`config.mk`:
```
export PLATFORM = sky130hd
export DESIGN_NAME = mrc_region_regs
export DESIGN_NICKNAME = d
export VERILOG_FILES = /design/src/mrc_pkg.sv /design/src/mrc_decode_if.sv /design/src/mrc_decode.sv /design/src/mrc_region_regs.sv
export SDC_FILE = /design/constraint.sdc
export NUM_CORES = 1
export LEC_CHECK = 0
export ABC_CLOCK_PERIOD_IN_PS = 3600
export BUFFER_PORTS_ARGS = -buffer_cell sky130_fd_sc_hd__buf_2
export CAP_MARGIN = 10
export CORE_MARGIN = 10
export CORE_UTILIZATION = 55
export CTS_CLUSTER_DIAMETER = 40
export DETAILED_ROUTE_END_ITERATION = 10
export PLACE_DENSITY_LB_ADDON = 0.25
export SLEW_MARGIN = 20
export SYNTH_ARGS = -nofsm -noshare
export SYNTH_HDL_FRONTEND = slang
export SYNTH_SLANG_ARGS = --single-unit
```
`constraint.sdc`:
```
create_clock -name clk -period 3.6 [get_ports clk]
set_clock_uncertainty 0.2 [all_clocks]
set_input_delay 0.36 -clock clk [delete_from_list [all_inputs] [get_ports clk]]
set_output_delay 0.36 -clock clk [all_outputs]
set_load 0.05 [all_outputs]
```
`src/mrc_pkg.sv`:
```
// package: encodings, field layouts and level codes of the region register block
package mrc_pkg;
  localparam int NUM_HYP_REGIONS_DEF = 16;
  localparam int NUM_KRN_REGIONS_DEF = 16;
  localparam int DIRECT_MAX          = 32;
  localparam logic [3:0] COPROC_NUM  = 4'h000f;
  localparam logic [3:0] CRN_REGION  = 4'h0006;
  localparam logic [3:0] CRN_IDENT   = 4'h0000;
  localparam logic [2:0] OPC1_HYP    = 3'h0004;
  localparam logic [2:0] OPC1_KRN    = 3'h0000;
  localparam logic [1:0] OPC1_DIR_HI = 2'h0002;
  localparam logic [3:0] CRM_SEL     = 4'h0002;
  localparam logic [3:0] CRM_IND     = 4'h0003;
  localparam logic [3:0] CRM_IDENT   = 4'h0000;
  localparam logic [2:0] OPC2_SEL    = 3'h0001;
  localparam logic [2:0] OPC2_BASE   = 3'h0000;
  localparam logic [2:0] OPC2_LIMIT  = 3'h0001;
  localparam logic [2:0] OPC2_IDENT  = 3'h0004;
  localparam logic [1:0] OPC2_DIR_LIM = 2'h0001;
  localparam logic       CRM_DIR_HI  = 1'h1;
  localparam int ADDR_LSB  = 6;
  localparam int SEL_W     = 8;
  localparam int CNT_LSB   = 8;
  localparam int CNT_W     = 8;
  localparam logic [5:0] LIMIT_LOW_ONES = 6'h003f;
  localparam logic [1:0] LVL_USER   = 2'h0000;
  localparam logic [1:0] LVL_KERNEL = 2'h0001;
  localparam logic [1:0] LVL_HYP    = 2'h0002;
  localparam logic [2:0] ATTR_HIGH_MIN = 3'h0004;
  localparam logic [1:0] SH_NONE  = 2'h0000;
  localparam logic [1:0] SH_OUTER = 2'h0002;
  localparam logic [1:0] SH_INNER = 2'h0003;
  typedef logic [31:0] mrc_word_t;
  // limit register storage: limit, attribute index, enable
  typedef struct packed {
    logic [25:0] limit;
    logic [2:0]  attrIdx;
    logic        enable;
  } mrc_limit_s;
  // base register storage: base, coherence domain, access perm, no execute
  typedef struct packed {
    logic [25:0] base;
    logic [1:0]  coherence;
    logic [1:0]  accessPerm;
    logic        noExecute;
  } mrc_base_s;
endpackage

```
`src/mrc_decode_if.sv`:
```
// interface: decoded coprocessor access between top and decoder
`timescale 1ns/1ps
`default_nettype none
interface mrc_decode_if;
  logic       valid;
  logic [2:0] opc1;
  logic [2:0] opc2;
  logic [3:0] crn;
  logic [3:0] crm;
  logic [3:0] coproc;
  logic       hitSel;
  logic       hitHypInd;
  logic       hitHypDir;
  logic       hitIdent;
  logic       hitKrnBase;
  logic [4:0] dirRegion;
  modport dec (input valid, opc1, opc2, crn, crm, coproc,
               output hitSel, hitHypInd, hitHypDir, hitIdent, hitKrnBase, dirRegion);
  modport top (output valid, opc1, opc2, crn, crm, coproc,
               input hitSel, hitHypInd, hitHypDir, hitIdent, hitKrnBase, dirRegion);
endinterface
`default_nettype wire

```
`src/mrc_decode.sv`:
```
// module: coprocessor encoding decoder for region registers
`timescale 1ns/1ps
`default_nettype none
module mrc_decode
(
  mrc_decode_if.dec d
);
  logic base;
  always_comb
  begin
    base = d.valid && d.coproc == mrc_pkg::COPROC_NUM;
    d.hitSel = base && d.crn == mrc_pkg::CRN_REGION && d.opc1 == mrc_pkg::OPC1_HYP
               && d.crm == mrc_pkg::CRM_SEL && d.opc2 == mrc_pkg::OPC2_SEL;
    d.hitHypInd = base && d.crn == mrc_pkg::CRN_REGION && d.opc1 == mrc_pkg::OPC1_HYP
                  && d.crm == mrc_pkg::CRM_IND && d.opc2 == mrc_pkg::OPC2_LIMIT;
    d.hitHypDir = base && d.crn == mrc_pkg::CRN_REGION && d.opc1[2:1] == mrc_pkg::OPC1_DIR_HI
                  && d.crm[3] == mrc_pkg::CRM_DIR_HI
                  && d.opc2[1:0] == mrc_pkg::OPC2_DIR_LIM;
    d.dirRegion = {d.opc1[0], d.crm[2:0], d.opc2[2]};
    d.hitIdent = base && d.crn == mrc_pkg::CRN_IDENT && d.opc1 == mrc_pkg::OPC1_KRN
                 && d.crm == mrc_pkg::CRM_IDENT && d.opc2 == mrc_pkg::OPC2_IDENT;
    d.hitKrnBase = base && d.crn == mrc_pkg::CRN_REGION && d.opc1 == mrc_pkg::OPC1_KRN
                   && d.crm == mrc_pkg::CRM_IND && d.opc2 == mrc_pkg::OPC2_BASE;
  end
endmodule
`default_nettype wire

```
`src/mrc_region_regs.sv`:
```
// module: protection region configuration system registers
// ****************************************
// ****************************************
`timescale 1ns/1ps
`default_nettype none
module mrc_region_regs
#(
  parameter int NUM_HYP_REGIONS = mrc_pkg::NUM_HYP_REGIONS_DEF,
  parameter int NUM_KRN_REGIONS = mrc_pkg::NUM_KRN_REGIONS_DEF,
  parameter logic HYP_PRESENT   = 1'h1
)
(
  // clock and reset
  input  wire logic                   clk,
  input  wire logic                   rst,
  // coprocessor access
  input  wire logic                   accValid,
  input  wire logic                   accWrite,
  input  wire logic [3:0]             accCoproc,
  input  wire logic [2:0]             accOpc1,
  input  wire logic [2:0]             accOpc2,
  input  wire logic [3:0]             accCrn,
  input  wire logic [3:0]             accCrm,
  input  wire logic [1:0]             accLevel,
  input  wire mrc_pkg::mrc_word_t     accWdata,
  // trap controls
  input  wire logic                   trapGroupZero,
  input  wire logic                   trapGroupSix,
  input  wire logic                   trapGroupTen,
  input  wire logic                   idGroupOneTrap,
  // kernel selector from neighbouring block
  input  wire logic [7:0]             kernelRegionSelector,
  // answer
  output logic                        rspValid,
  output mrc_pkg::mrc_word_t          rspRdata,
  output logic                        rspTrapHyp,
  output logic                        rspUndef,
  // region view for the matching datapath
  output logic [NUM_HYP_REGIONS-1:0]  hypRegionEnable,
  output logic [5:0]                  selAttrIndex,
  output logic                        selAttrFromHigh,
  output mrc_pkg::mrc_word_t          selLimitAddr,
  output mrc_pkg::mrc_word_t          krnSelBaseAddr,
  output logic [1:0]                  krnSelCoherence,
  output logic [1:0]                  krnSelAccessPerm
);
  localparam int HSEL_W = (NUM_HYP_REGIONS > 1) ? $clog2(NUM_HYP_REGIONS) : 1;
  localparam int KSEL_W = (NUM_KRN_REGIONS > 1) ? $clog2(NUM_KRN_REGIONS) : 1;
  localparam logic [7:0] KRN_COUNT = 8'(NUM_KRN_REGIONS);

  // ****************************************
  // state
  // ****************************************
  typedef struct packed {
    logic                          rspValid;
    mrc_pkg::mrc_word_t            rspRdata;
    logic                          rspTrapHyp;
    logic                          rspUndef;
    logic [HSEL_W-1:0]             hypSel;
    logic [NUM_HYP_REGIONS-1:0]    hypEn;
    logic [5:0]                    selAttr;
    logic                          selHigh;
    mrc_pkg::mrc_word_t            selLimit;
    mrc_pkg::mrc_word_t            kBase;
    logic [1:0]                    kSh;
    logic [1:0]                    kAp;
  } mrc_state_s;

  mrc_state_s stateFf;
  mrc_state_s nxtState;
  // field storage is unreset: only enables carry a defined value
  mrc_pkg::mrc_limit_s hypLimitFf [NUM_HYP_REGIONS];
  mrc_pkg::mrc_base_s  krnBaseFf  [NUM_KRN_REGIONS];

  mrc_decode_if dIf ();
  assign dIf.valid  = accValid;
  assign dIf.opc1   = accOpc1;
  assign dIf.opc2   = accOpc2;
  assign dIf.crn    = accCrn;
  assign dIf.crm    = accCrm;
  assign dIf.coproc = accCoproc;
  mrc_decode uDec (.d(dIf));

  // ****************************************
  // access check and register update
  // ****************************************
  logic               isKernel;
  logic               isHyp;
  logic               dirInRange;
  logic               hypWe;
  logic [HSEL_W-1:0]  hypIdx;
  logic               krnWe;
  logic [KSEL_W-1:0]  krnIdx;
  logic               anyHit;
  mrc_pkg::mrc_limit_s curLim;
  mrc_pkg::mrc_base_s  curBase;
  mrc_pkg::mrc_limit_s selLim;
  mrc_pkg::mrc_base_s  selBase;

  always_comb
  begin
    nxtState = stateFf;
    isKernel = accLevel == mrc_pkg::LVL_KERNEL;
    isHyp    = accLevel == mrc_pkg::LVL_HYP;
    dirInRange = 32'(dIf.dirRegion) < NUM_HYP_REGIONS;
    hypIdx   = dIf.hitHypDir ? HSEL_W'(dIf.dirRegion) : stateFf.hypSel;
    krnIdx   = KSEL_W'(kernelRegionSelector);
    curLim   = hypLimitFf[hypIdx];
    curBase  = krnBaseFf[krnIdx];
    hypWe    = 1'b0;
    krnWe    = 1'b0;
    anyHit   = dIf.hitSel || dIf.hitHypInd || (dIf.hitHypDir && dirInRange)
               || dIf.hitIdent || dIf.hitKrnBase;
    nxtState.rspValid   = accValid;
    nxtState.rspRdata   = '0;
    nxtState.rspTrapHyp = 1'b0;
    nxtState.rspUndef   = 1'b0;
    if (accValid)
    begin
      if (!anyHit || accLevel == mrc_pkg::LVL_USER)
        nxtState.rspUndef = 1'b1;
      else if (isKernel && HYP_PRESENT && dIf.hitHypDir && trapGroupTen)
        nxtState.rspTrapHyp = 1'b1;
      else if (isKernel && HYP_PRESENT && (dIf.hitSel || dIf.hitHypInd) && trapGroupSix)
        nxtState.rspTrapHyp = 1'b1;
      else if (isKernel && dIf.hitIdent && !accWrite && (trapGroupZero || idGroupOneTrap))
        nxtState.rspTrapHyp = 1'b1;
      else if (isKernel && (dIf.hitSel || dIf.hitHypInd || dIf.hitHypDir))
        nxtState.rspUndef = 1'b1;
      else if (dIf.hitSel)
      begin
        if (accWrite)
          nxtState.hypSel = accWdata[HSEL_W-1:0];
        nxtState.rspRdata[mrc_pkg::SEL_W-1:0] = mrc_pkg::SEL_W'(stateFf.hypSel);
      end
      else if (dIf.hitHypInd || dIf.hitHypDir)
      begin
        hypWe = accWrite;
        nxtState.rspRdata = {curLim.limit, 2'h0000, curLim.attrIdx, curLim.enable};
      end
      else if (dIf.hitIdent)
        nxtState.rspRdata[mrc_pkg::CNT_LSB +: mrc_pkg::CNT_W] = KRN_COUNT;
      else
      begin
        krnWe = accWrite;
        nxtState.rspRdata = {curBase.base, 1'b0, curBase.coherence,
                             curBase.accessPerm, curBase.noExecute};
      end
    end
    // enables mirror the limit registers so reset gives a clean 0
    if (hypWe)
      nxtState.hypEn[hypIdx] = accWdata[0];
    selLim  = hypLimitFf[stateFf.hypSel];
    selBase = krnBaseFf[krnIdx];
    nxtState.selAttr  = {3'h0000, selLim.attrIdx};
    nxtState.selHigh  = selLim.attrIdx >= mrc_pkg::ATTR_HIGH_MIN;
    nxtState.selLimit = {selLim.limit, mrc_pkg::LIMIT_LOW_ONES};
    nxtState.kBase    = {selBase.base, 6'h0000};
    // reserved coherence code 01 reported as non-shareable
    nxtState.kSh = (selBase.coherence == mrc_pkg::SH_OUTER
                    || selBase.coherence == mrc_pkg::SH_INNER)
                   ? selBase.coherence : mrc_pkg::SH_NONE;
    nxtState.kAp = selBase.accessPerm;
  end

  always_ff @(posedge clk or posedge rst)
  begin
    if (rst)
      stateFf <= '0;
    else
      stateFf <= nxtState;
  end

  always_ff @(posedge clk)
  begin
    if (hypWe)
      hypLimitFf[hypIdx] <= '{limit: accWdata[31:mrc_pkg::ADDR_LSB],
                              attrIdx: accWdata[3:1], enable: accWdata[0]};
    if (krnWe)
      krnBaseFf[krnIdx] <= '{base: accWdata[31:mrc_pkg::ADDR_LSB],
                             coherence: accWdata[4:3], accessPerm: accWdata[2:1],
                             noExecute: accWdata[0]};
  end

  // ****************************************
  // outputs
  // ****************************************
  assign rspValid         = stateFf.rspValid;
  assign rspRdata         = stateFf.rspRdata;
  assign rspTrapHyp       = stateFf.rspTrapHyp;
  assign rspUndef         = stateFf.rspUndef;
  assign hypRegionEnable  = stateFf.hypEn;
  assign selAttrIndex     = stateFf.selAttr;
  assign selAttrFromHigh  = stateFf.selHigh;
  assign selLimitAddr     = stateFf.selLimit;
  assign krnSelBaseAddr   = stateFf.kBase;
  assign krnSelCoherence  = stateFf.kSh;
  assign krnSelAccessPerm = stateFf.kAp;
endmodule
`default_nettype wire

```
Word level (Yosys, flattened, before mapping)
Memories as Yosys holds them, arrays and structs flattened.
Cells that the tools add are included.
W data, S select, Z words.
- register bits after elaboration: 121
- latch bits: 0
- memory bits (writable): 976
- ROM bits: 0
- bits of input ports: 68
- output and inout port bits: 126
- memories: 2
- memory list (name ; words ; width ; rd ports ; clocked after memory_dff ; write ports ; RTL line ; text):
    krnBaseFf ; 16 ; 31 ; 1 ; 0 ; 1 ; mrc_region_regs.sv:73 ; mrc_pkg::mrc_base_s krnBaseFf [NUM_KRN_REGIONS];
    hypLimitFf ; 16 ; 30 ; 2 ; 0 ; 1 ; mrc_region_regs.sv:72 ; mrc_pkg::mrc_limit_s hypLimitFf [NUM_HYP_REGIONS];
- $add $sub $neg: 0
- multipliers: 0
- divide/modulo/power cells: 0
- $lt $le $gt $ge: 4
- equal/unequal tests: 12
- shifts and indexed selects: 0
- multiplexer cells: 50
- bitwise logic cells: 5
- reduce and logical (&&, ||, !) cells: 44
- operator list (operator ; count):
    $mux W32 ; 5
    $mux W38 ; 1
    $mux W33 ; 1
    $logic_and A1 B1 Y1 ; 27
    $mux W1 ; 27
    $mux W24 ; 1
    $mux W8 ; 3
    $mux W4 ; 5
    $bwmux W16 ; 1
    $mux W16 ; 1
    $mux W5 ; 3
    $logic_or A1 B1 Y1 ; 9
    $eq A4 B2 Y1 const B ; 2
    $logic_not A4 Y1 ; 2
    $reduce_and A8 Y1 ; 1
    $eq A2 B2 Y1 const B ; 3
    $eq A3 B3 Y1 const B ; 2
    $logic_not A3 Y1 ; 2
    $lt A4 B5 Y1 const B ; 1
    $lt A5 B5 Y1 const B ; 1
    $not A1 Y1 ; 5
    $demux W1 S4 ; 1
    $eq A2 B1 Y1 const B ; 2
    $eq A4 B3 Y1 const B ; 1
    other kinds (7) ; 8

Longest topological paths before layout
- word-level depth: 17
- gate-level depth with buffers: 10

Modules after synthesis
A second synthesis with hierarchy kept.
- cells, all modules: 2192
- area, all modules: 45074.5 um^2
- modules (own cells, without submodules) (module ; times used ; cells an instance ; area an instance (um^2) ; seq. area each (um^2)):
    mrc_region_regs ; 1 ; 2167 ; 44904.3 ; 32160.8
    mrc_decode ; 1 ; 25 ; 170.2 ; 0.0

Worst setup path after synthesis
OpenSTA, ideal clock, no wires.
- path type: input -> register
- start: in accOpc1[1]
- end: mem krnBaseFf[12][0] in the netlist's numbering (enable)
- data arrival time: 4410 ps
- required time: 2942 ps
- setup slack: -1468 ps
- stages: 8
- path buffers: 1
- cell sequence: or3_4 nor4_4 o21ai_1 a21oi_4 nor4b_1 buf_2 nand4_1 nor3_1
- longest elaborated chain between the ends: 15
- RTL lines (item ; RTL line ; text):
    from (decl) ; mrc_region_regs.sv:20 ; input wire logic [2:0] accOpc1,
    $logic_not A3 Y1 (tied with other cells) ; mrc_decode.sv:20, mrc_decode.sv:22 ;
    $logic_and A1 B1 Y1 (on tied branches) (3 in a row) ; - ;
    $mux W1 (tied with other cells) ; mrc_region_regs.sv:141 ; else if (dIf.hitIdent)
    $mux W1 / $logic_or A1 B1 Y1 (equally long branches) ; mrc_region_regs.sv:136, mrc_region_regs.sv:128 ;
    $mux W1 / $logic_and A1 B1 Y1 (equally long branches) ; mrc_region_regs.sv:130, mrc_region_regs.sv:128 ;
    $mux W1 ; mrc_region_regs.sv:128 ; else if (isKernel && (dIf.hitSel || dIf.hitHypInd || dIf.hitHypDir))
    $mux W1 ; mrc_region_regs.sv:126 ; else if (isKernel && dIf.hitIdent && !accWrite && (trapGroupZero || idGroupOneTrap))
    $mux W1 ; mrc_region_regs.sv:124 ; else if (isKernel && HYP_PRESENT && (dIf.hitSel || dIf.hitHypInd) && trapGroupSix)
    $mux W1 ; mrc_region_regs.sv:122 ; else if (isKernel && HYP_PRESENT && dIf.hitHypDir && trapGroupTen)
    $mux W1 (*) ; mrc_region_regs.sv:120 ; if (!anyHit || accLevel == mrc_pkg::LVL_USER)
    $mux W1 (*) ; mrc_region_regs.sv:118 ; if (accValid)
    $mux W1 (*) ; mrc_region_regs.sv:179 ; if (krnWe)
    $mux W1 (not written as such) (*) ; mrc_region_regs.sv:180 ; krnBaseFf[krnIdx] <= '{base: accWdata[31:mrc_pkg::ADDR_LSB],
    to (decl) ; mrc_region_regs.sv:73 ;
Mark *: on every way between the ends. The rest lies on a longest branch, timed or not.

==> impl.org <==
** Outcome
- The flow ran to the end, and the final reports show no timing, DRC or antenna violations.

** Timing
- Setup repair after global routing left no endpoint under its margin.
- At the pin with the least slew margin, the transition time is roughly 0.98 ns.
- Slack of the critical path :: approximately 0.16 ns
- Of the available clock period, the critical path in the final layout requires 0.955.
- Number of hold violations in the final report :: 0
- Post-route minimum period :: around 3.4 ns
- Fmax achieved :: between 200 and 300 MHz
- The final max-slew violation count came to 0.
- Headroom to the max-slew limit came out at 0.349.
- Setup violations remaining at the end of the flow were counted as 0.
- Hold timing on the final database bottoms out at a slack of between 0.015 and 0.02 ns.

** Place
- At the placement stage, the worst setup path has a slack of between 0.008 and 0.009 ns.
- Buffers placed on the I/O ports in this run total 178.
- The wire-length estimate of the detail-placed layout is about 70000 um.
- Final weighted congestion in routability-driven placement :: between 0.8 and 0.9

** Power
- IR analysis of the VDD net gives a maximum drop of between 400 and 500 uV.
- Dividing total power by cell area gives a power density of 542 mW/mm^2.
- The analysis attributes to cell leakage a power of roughly 17 nW.

** Worst hold path
- Type of the tightest min-delay check :: input port to asynchronous set/reset pin

** Layout
- Of the cells placed in the final design, the portion with a size suffix greater than 1 is 0.346.
- Syn-to-layout area delta :: 18.3%
- Across the whole layout, storage elements account for 0.0322 mm^2.
- After the last flow step, the layout net total stands at between 2000 and 3000.
- Most used cells in the layout excluding fill and tap cells :: 976 x sky130_fd_sc_hd__edfxtp_1, 300 x sky130_fd_sc_hd__mux4_2, 244 x sky130_fd_sc_hd__o22ai_1
- Multi-input logic area :: roughly 0.011 mm^2
- Util after Layout :: 0.659
- Most common cell after layout, fill and taps aside :: sky130_fd_sc_hd__edfxtp_1
- Count of fill cells added during filler insertion :: around 5100

** Yosys
- For this run, the number of Yosys warnings is 0.
- The share of synthesized area in the top cell type comes to 0.662.
- Cells after synthesis :: approximately 2300
- The synthesized design contains 976 enable-type register cells.
- Share of async-settable or async-resettable flops after synthesis :: 0.105
- The largest total area in the synthesized netlist belongs to sky130_fd_sc_hd__edfxtp_1.
- Among all flip-flop cells after synthesis, the most frequent one is sky130_fd_sc_hd__edfxtp_1.
- Mapped Avg Cell Area :: a little under 20 um^2
- Post-synthesis sequential element count :: between 1000 and 1500
- Post-synthesis cell area :: 0.0442 mm^2
- By area the synthesized netlist is led by sky130_fd_sc_hd__edfxtp_1 66%, sky130_fd_sc_hd__mux4_2 15%, sky130_fd_sc_hd__dfrtp_1 6.4%.
- Yosys mapped the design onto 52 distinct sky130hd cell types.
- Sequential-to-total area share from yosys stat :: 0.727

** Detailed routing
- Average vias per placed instance :: 6.68
- Final wirelength :: between 100000 and 150000 um
- 1st-pass router iterations :: 6
- For this block, the via count after detailed routing is between 20000 and 25000.
- Detailed-route DRC error count :: 0
- The detailed router finished its first iteration with roughly 3000 violations.
- Post-DR wirelength/cell :: 31.4 um
- The detail route stage leaves a number of antenna-violating nets equal to 0.

** Clock tree
- Num CTS Buffers :: ~140
- Max Buffers Root-to-Sink :: 3
- The number of setup buffers added after CTS is 0.
- CTS sink count :: between 1000 and 1500
- After clock tree synthesis, the clock-pin slew on the worst setup and hold paths is about 0.05 ns.
- Clock tree synthesis selected as its root buffer the cell sky130_fd_sc_hd__clkbuf_16.
- In this run the number of H-tree levels came out at 4.
- The clock reaches the later pin of the worst-skew pair after about 0.73 ns.
- TritonCTS built the clock tree.

** Floorplan
- Total die area :: approximately 0.092 mm^2
- Initial Utilization :: 0.557
- slightly below 200 I/O pins were placed.
- After floorplanning, the core was sized to cover 0.0794 mm^2.
- Die height :: about 300 um
- In this run the horizontal extent of the chip is between 300 and 400 um.
- The floorplan has 103 rows.

** Global routing
- Total global-route track usage :: 0.248
- The number of antenna violations at the first check in global routing came to 5.
- Entering global routing, the biggest net connects 83 pins.
- Number of global-route vias before repair :: 25881
- After global routing the overflow that remains totals 0.
- Wire length of the first global-routing pass :: about 170000 um

** Critical path
- Kind of end point of the critical path :: register
- In this run the worst path has a maximum fanout of 30.
- In this run the critical register-to-register path is captured at hypLimitFf[12][9].
- CP required :: about 4.0 ns
- Measured in cells, the most critical reg-to-reg path has a length of 4.
- The worst register-to-register path begins at stateFf[93].
- STA classifies the critical path startpoint as an input port.
- The setup check on the worst reg-to-reg path leaves a slack of between 0.8 and 0.9 ns.
- Kind of critical path :: input port to register
- Arrival time at the worst endpoint :: around 3.8 ns

** Job
- Number of max-cap violations :: 0
[repair_timing]
| action | 4_1_cts | 5_1_grt |
|---|---|---|
| endpoints found under the hold margin | 1025 | 0 |
| resized for setup | 0 | 0 |
| hold buffers | 38 | 0 |
| endpoints found under the setup margin | 0 | 0 |
[where the power goes]
group          switching (W)  total (W)  internal, W
combinational       0.000613   0.000896     0.000284
sequential         0.0000172     0.0138       0.0138
clock                0.00530     0.0136      0.00832
[Yosys cell counts (6+ instances only)]
cell type / n
sky130_fd_sc_hd__nor2_1: 22
sky130_fd_sc_hd__nand2_1: 36
sky130_fd_sc_hd__buf_4: 123
sky130_fd_sc_hd__o22ai_1: 244
sky130_fd_sc_hd__and3_1: 6
sky130_fd_sc_hd__edfxtp_1: 976
sky130_fd_sc_hd__nand4_1: 31
sky130_fd_sc_hd__mux4_2: 300
sky130_fd_sc_hd__o21ai_1: 27
sky130_fd_sc_hd__nand2b_1: 6
sky130_fd_sc_hd__buf_2: 19
sky130_fd_sc_hd__o21ai_0: 122
sky130_fd_sc_hd__nor4_4: 7
sky130_fd_sc_hd__nor4b_2: 7
sky130_fd_sc_hd__mux2_1: 20
sky130_fd_sc_hd__dfrtp_1: 114
sky130_fd_sc_hd__clkbuf_1: 102
sky130_fd_sc_hd__buf_1: 24
[critical path, cell delays in order]
cell	delay, ns
sky130_fd_sc_hd__dlygate4sd3_1	0.53
sky130_fd_sc_hd__buf_2	0.14
sky130_fd_sc_hd__nand4b_1	0.32
sky130_fd_sc_hd__nor4_4	0.48
sky130_fd_sc_hd__buf_4	0.23
sky130_fd_sc_hd__mux2i_4	0.30
sky130_fd_sc_hd__buf_12	0.27
sky130_fd_sc_hd__o22ai_1	0.14
sky130_fd_sc_hd__o21ai_0	0.22
sky130_fd_sc_hd__nand4_1	0.25
sky130_fd_sc_hd__buf_12	0.22
sky130_fd_sc_hd__o21ai_1	0.33
[metal layers]
metal / up-vias / track usage / routed length, um / share of wire
met4: 4 / 0.0875 / 3590 / 0.031
met3: 264 / 0.0536 / 11300 / 0.098
met2: 1459 / 0.408 / 57600 / 0.50
li1: 9945 / - / - / -
met5: - / 0 / 23 / 0.00020
met1: 12923 / 0.326 / 42800 / 0.37
[final cells by class]
class | count | share of cell area
Tap cell | 1050 | 0.0251
Inverter | 1 | 0.000167
Antenna cell | 2 | 0.0000956
Sequential cell | 1090 | 0.615
Timing Repair Buffer | 382 | 0.0641
Multi-Input combinational cell | 903 | 0.208
Clock inverter | 79 | 0.0168
Clock buffer | 173 | 0.0709
[state kept, by name, summed over array words and instances, names as in the netlist]
| register | flops |
|---|---|
| krnBaseFf | 496 |
| krnSelCoherence | 2 |
| krnSelAccessPerm | 2 |
| stateFf | 4 |
| krnSelBaseAddr | 26 |
| rspRdata | 31 |
| rspValid | 1 |
| selLimitAddr | 27 |
| selAttrIndex | 3 |
| rspUndef | 1 |
| hypRegionEnable | 16 |
| hypLimitFf | 480 |
| rspTrapHyp | 1 |
[metrics by stage]
stage | TNS [ns] | power [W] | instance area [um^2] | std cells
global route | 0 | 0.0291 | 52300 | 3678
CTS | 0 | 0.0285 | 52300 | 3678
finish | 0 | 0.0284 | 52300 | 3680
floorplan | -40.11 | 0.0146 | 44500 | 2263
detailed placement | 0 | 0.0150 | 47400 | 3388
global placement | 0 | 0.0149 | 47400 | 3388
[kinds of logic after synthesis]
family,Yosys count,share of synthesized area
buffers and inverters,270,0.0340
multiplexers,324,0.159
other,2,0.000170
AO/OA/AOI/OAI,406,0.0535
AND/OR/NAND/NOR,162,0.0266
flip-flops,1090,0.727
[worst max-delay path by stage]
stage                     from                  to  slack [ns]  depth (start not counted)
floorplan            accCrm[3]  hypRegionEnable[7]       -0.24                          8
global placement    accOpc2[1]        rspRdata[23]        0.04                         11
detailed placement  accOpc2[1]    krnBaseFf[7][30]       0.009                         11
CTS                   accValid    krnBaseFf[7][30]        0.24                         12
global route          accValid        rspRdata[23]        0.01                         12
finish                accValid        rspRdata[23]        0.16                         12
Note: power is estimated with default switching activity, not from simulation.
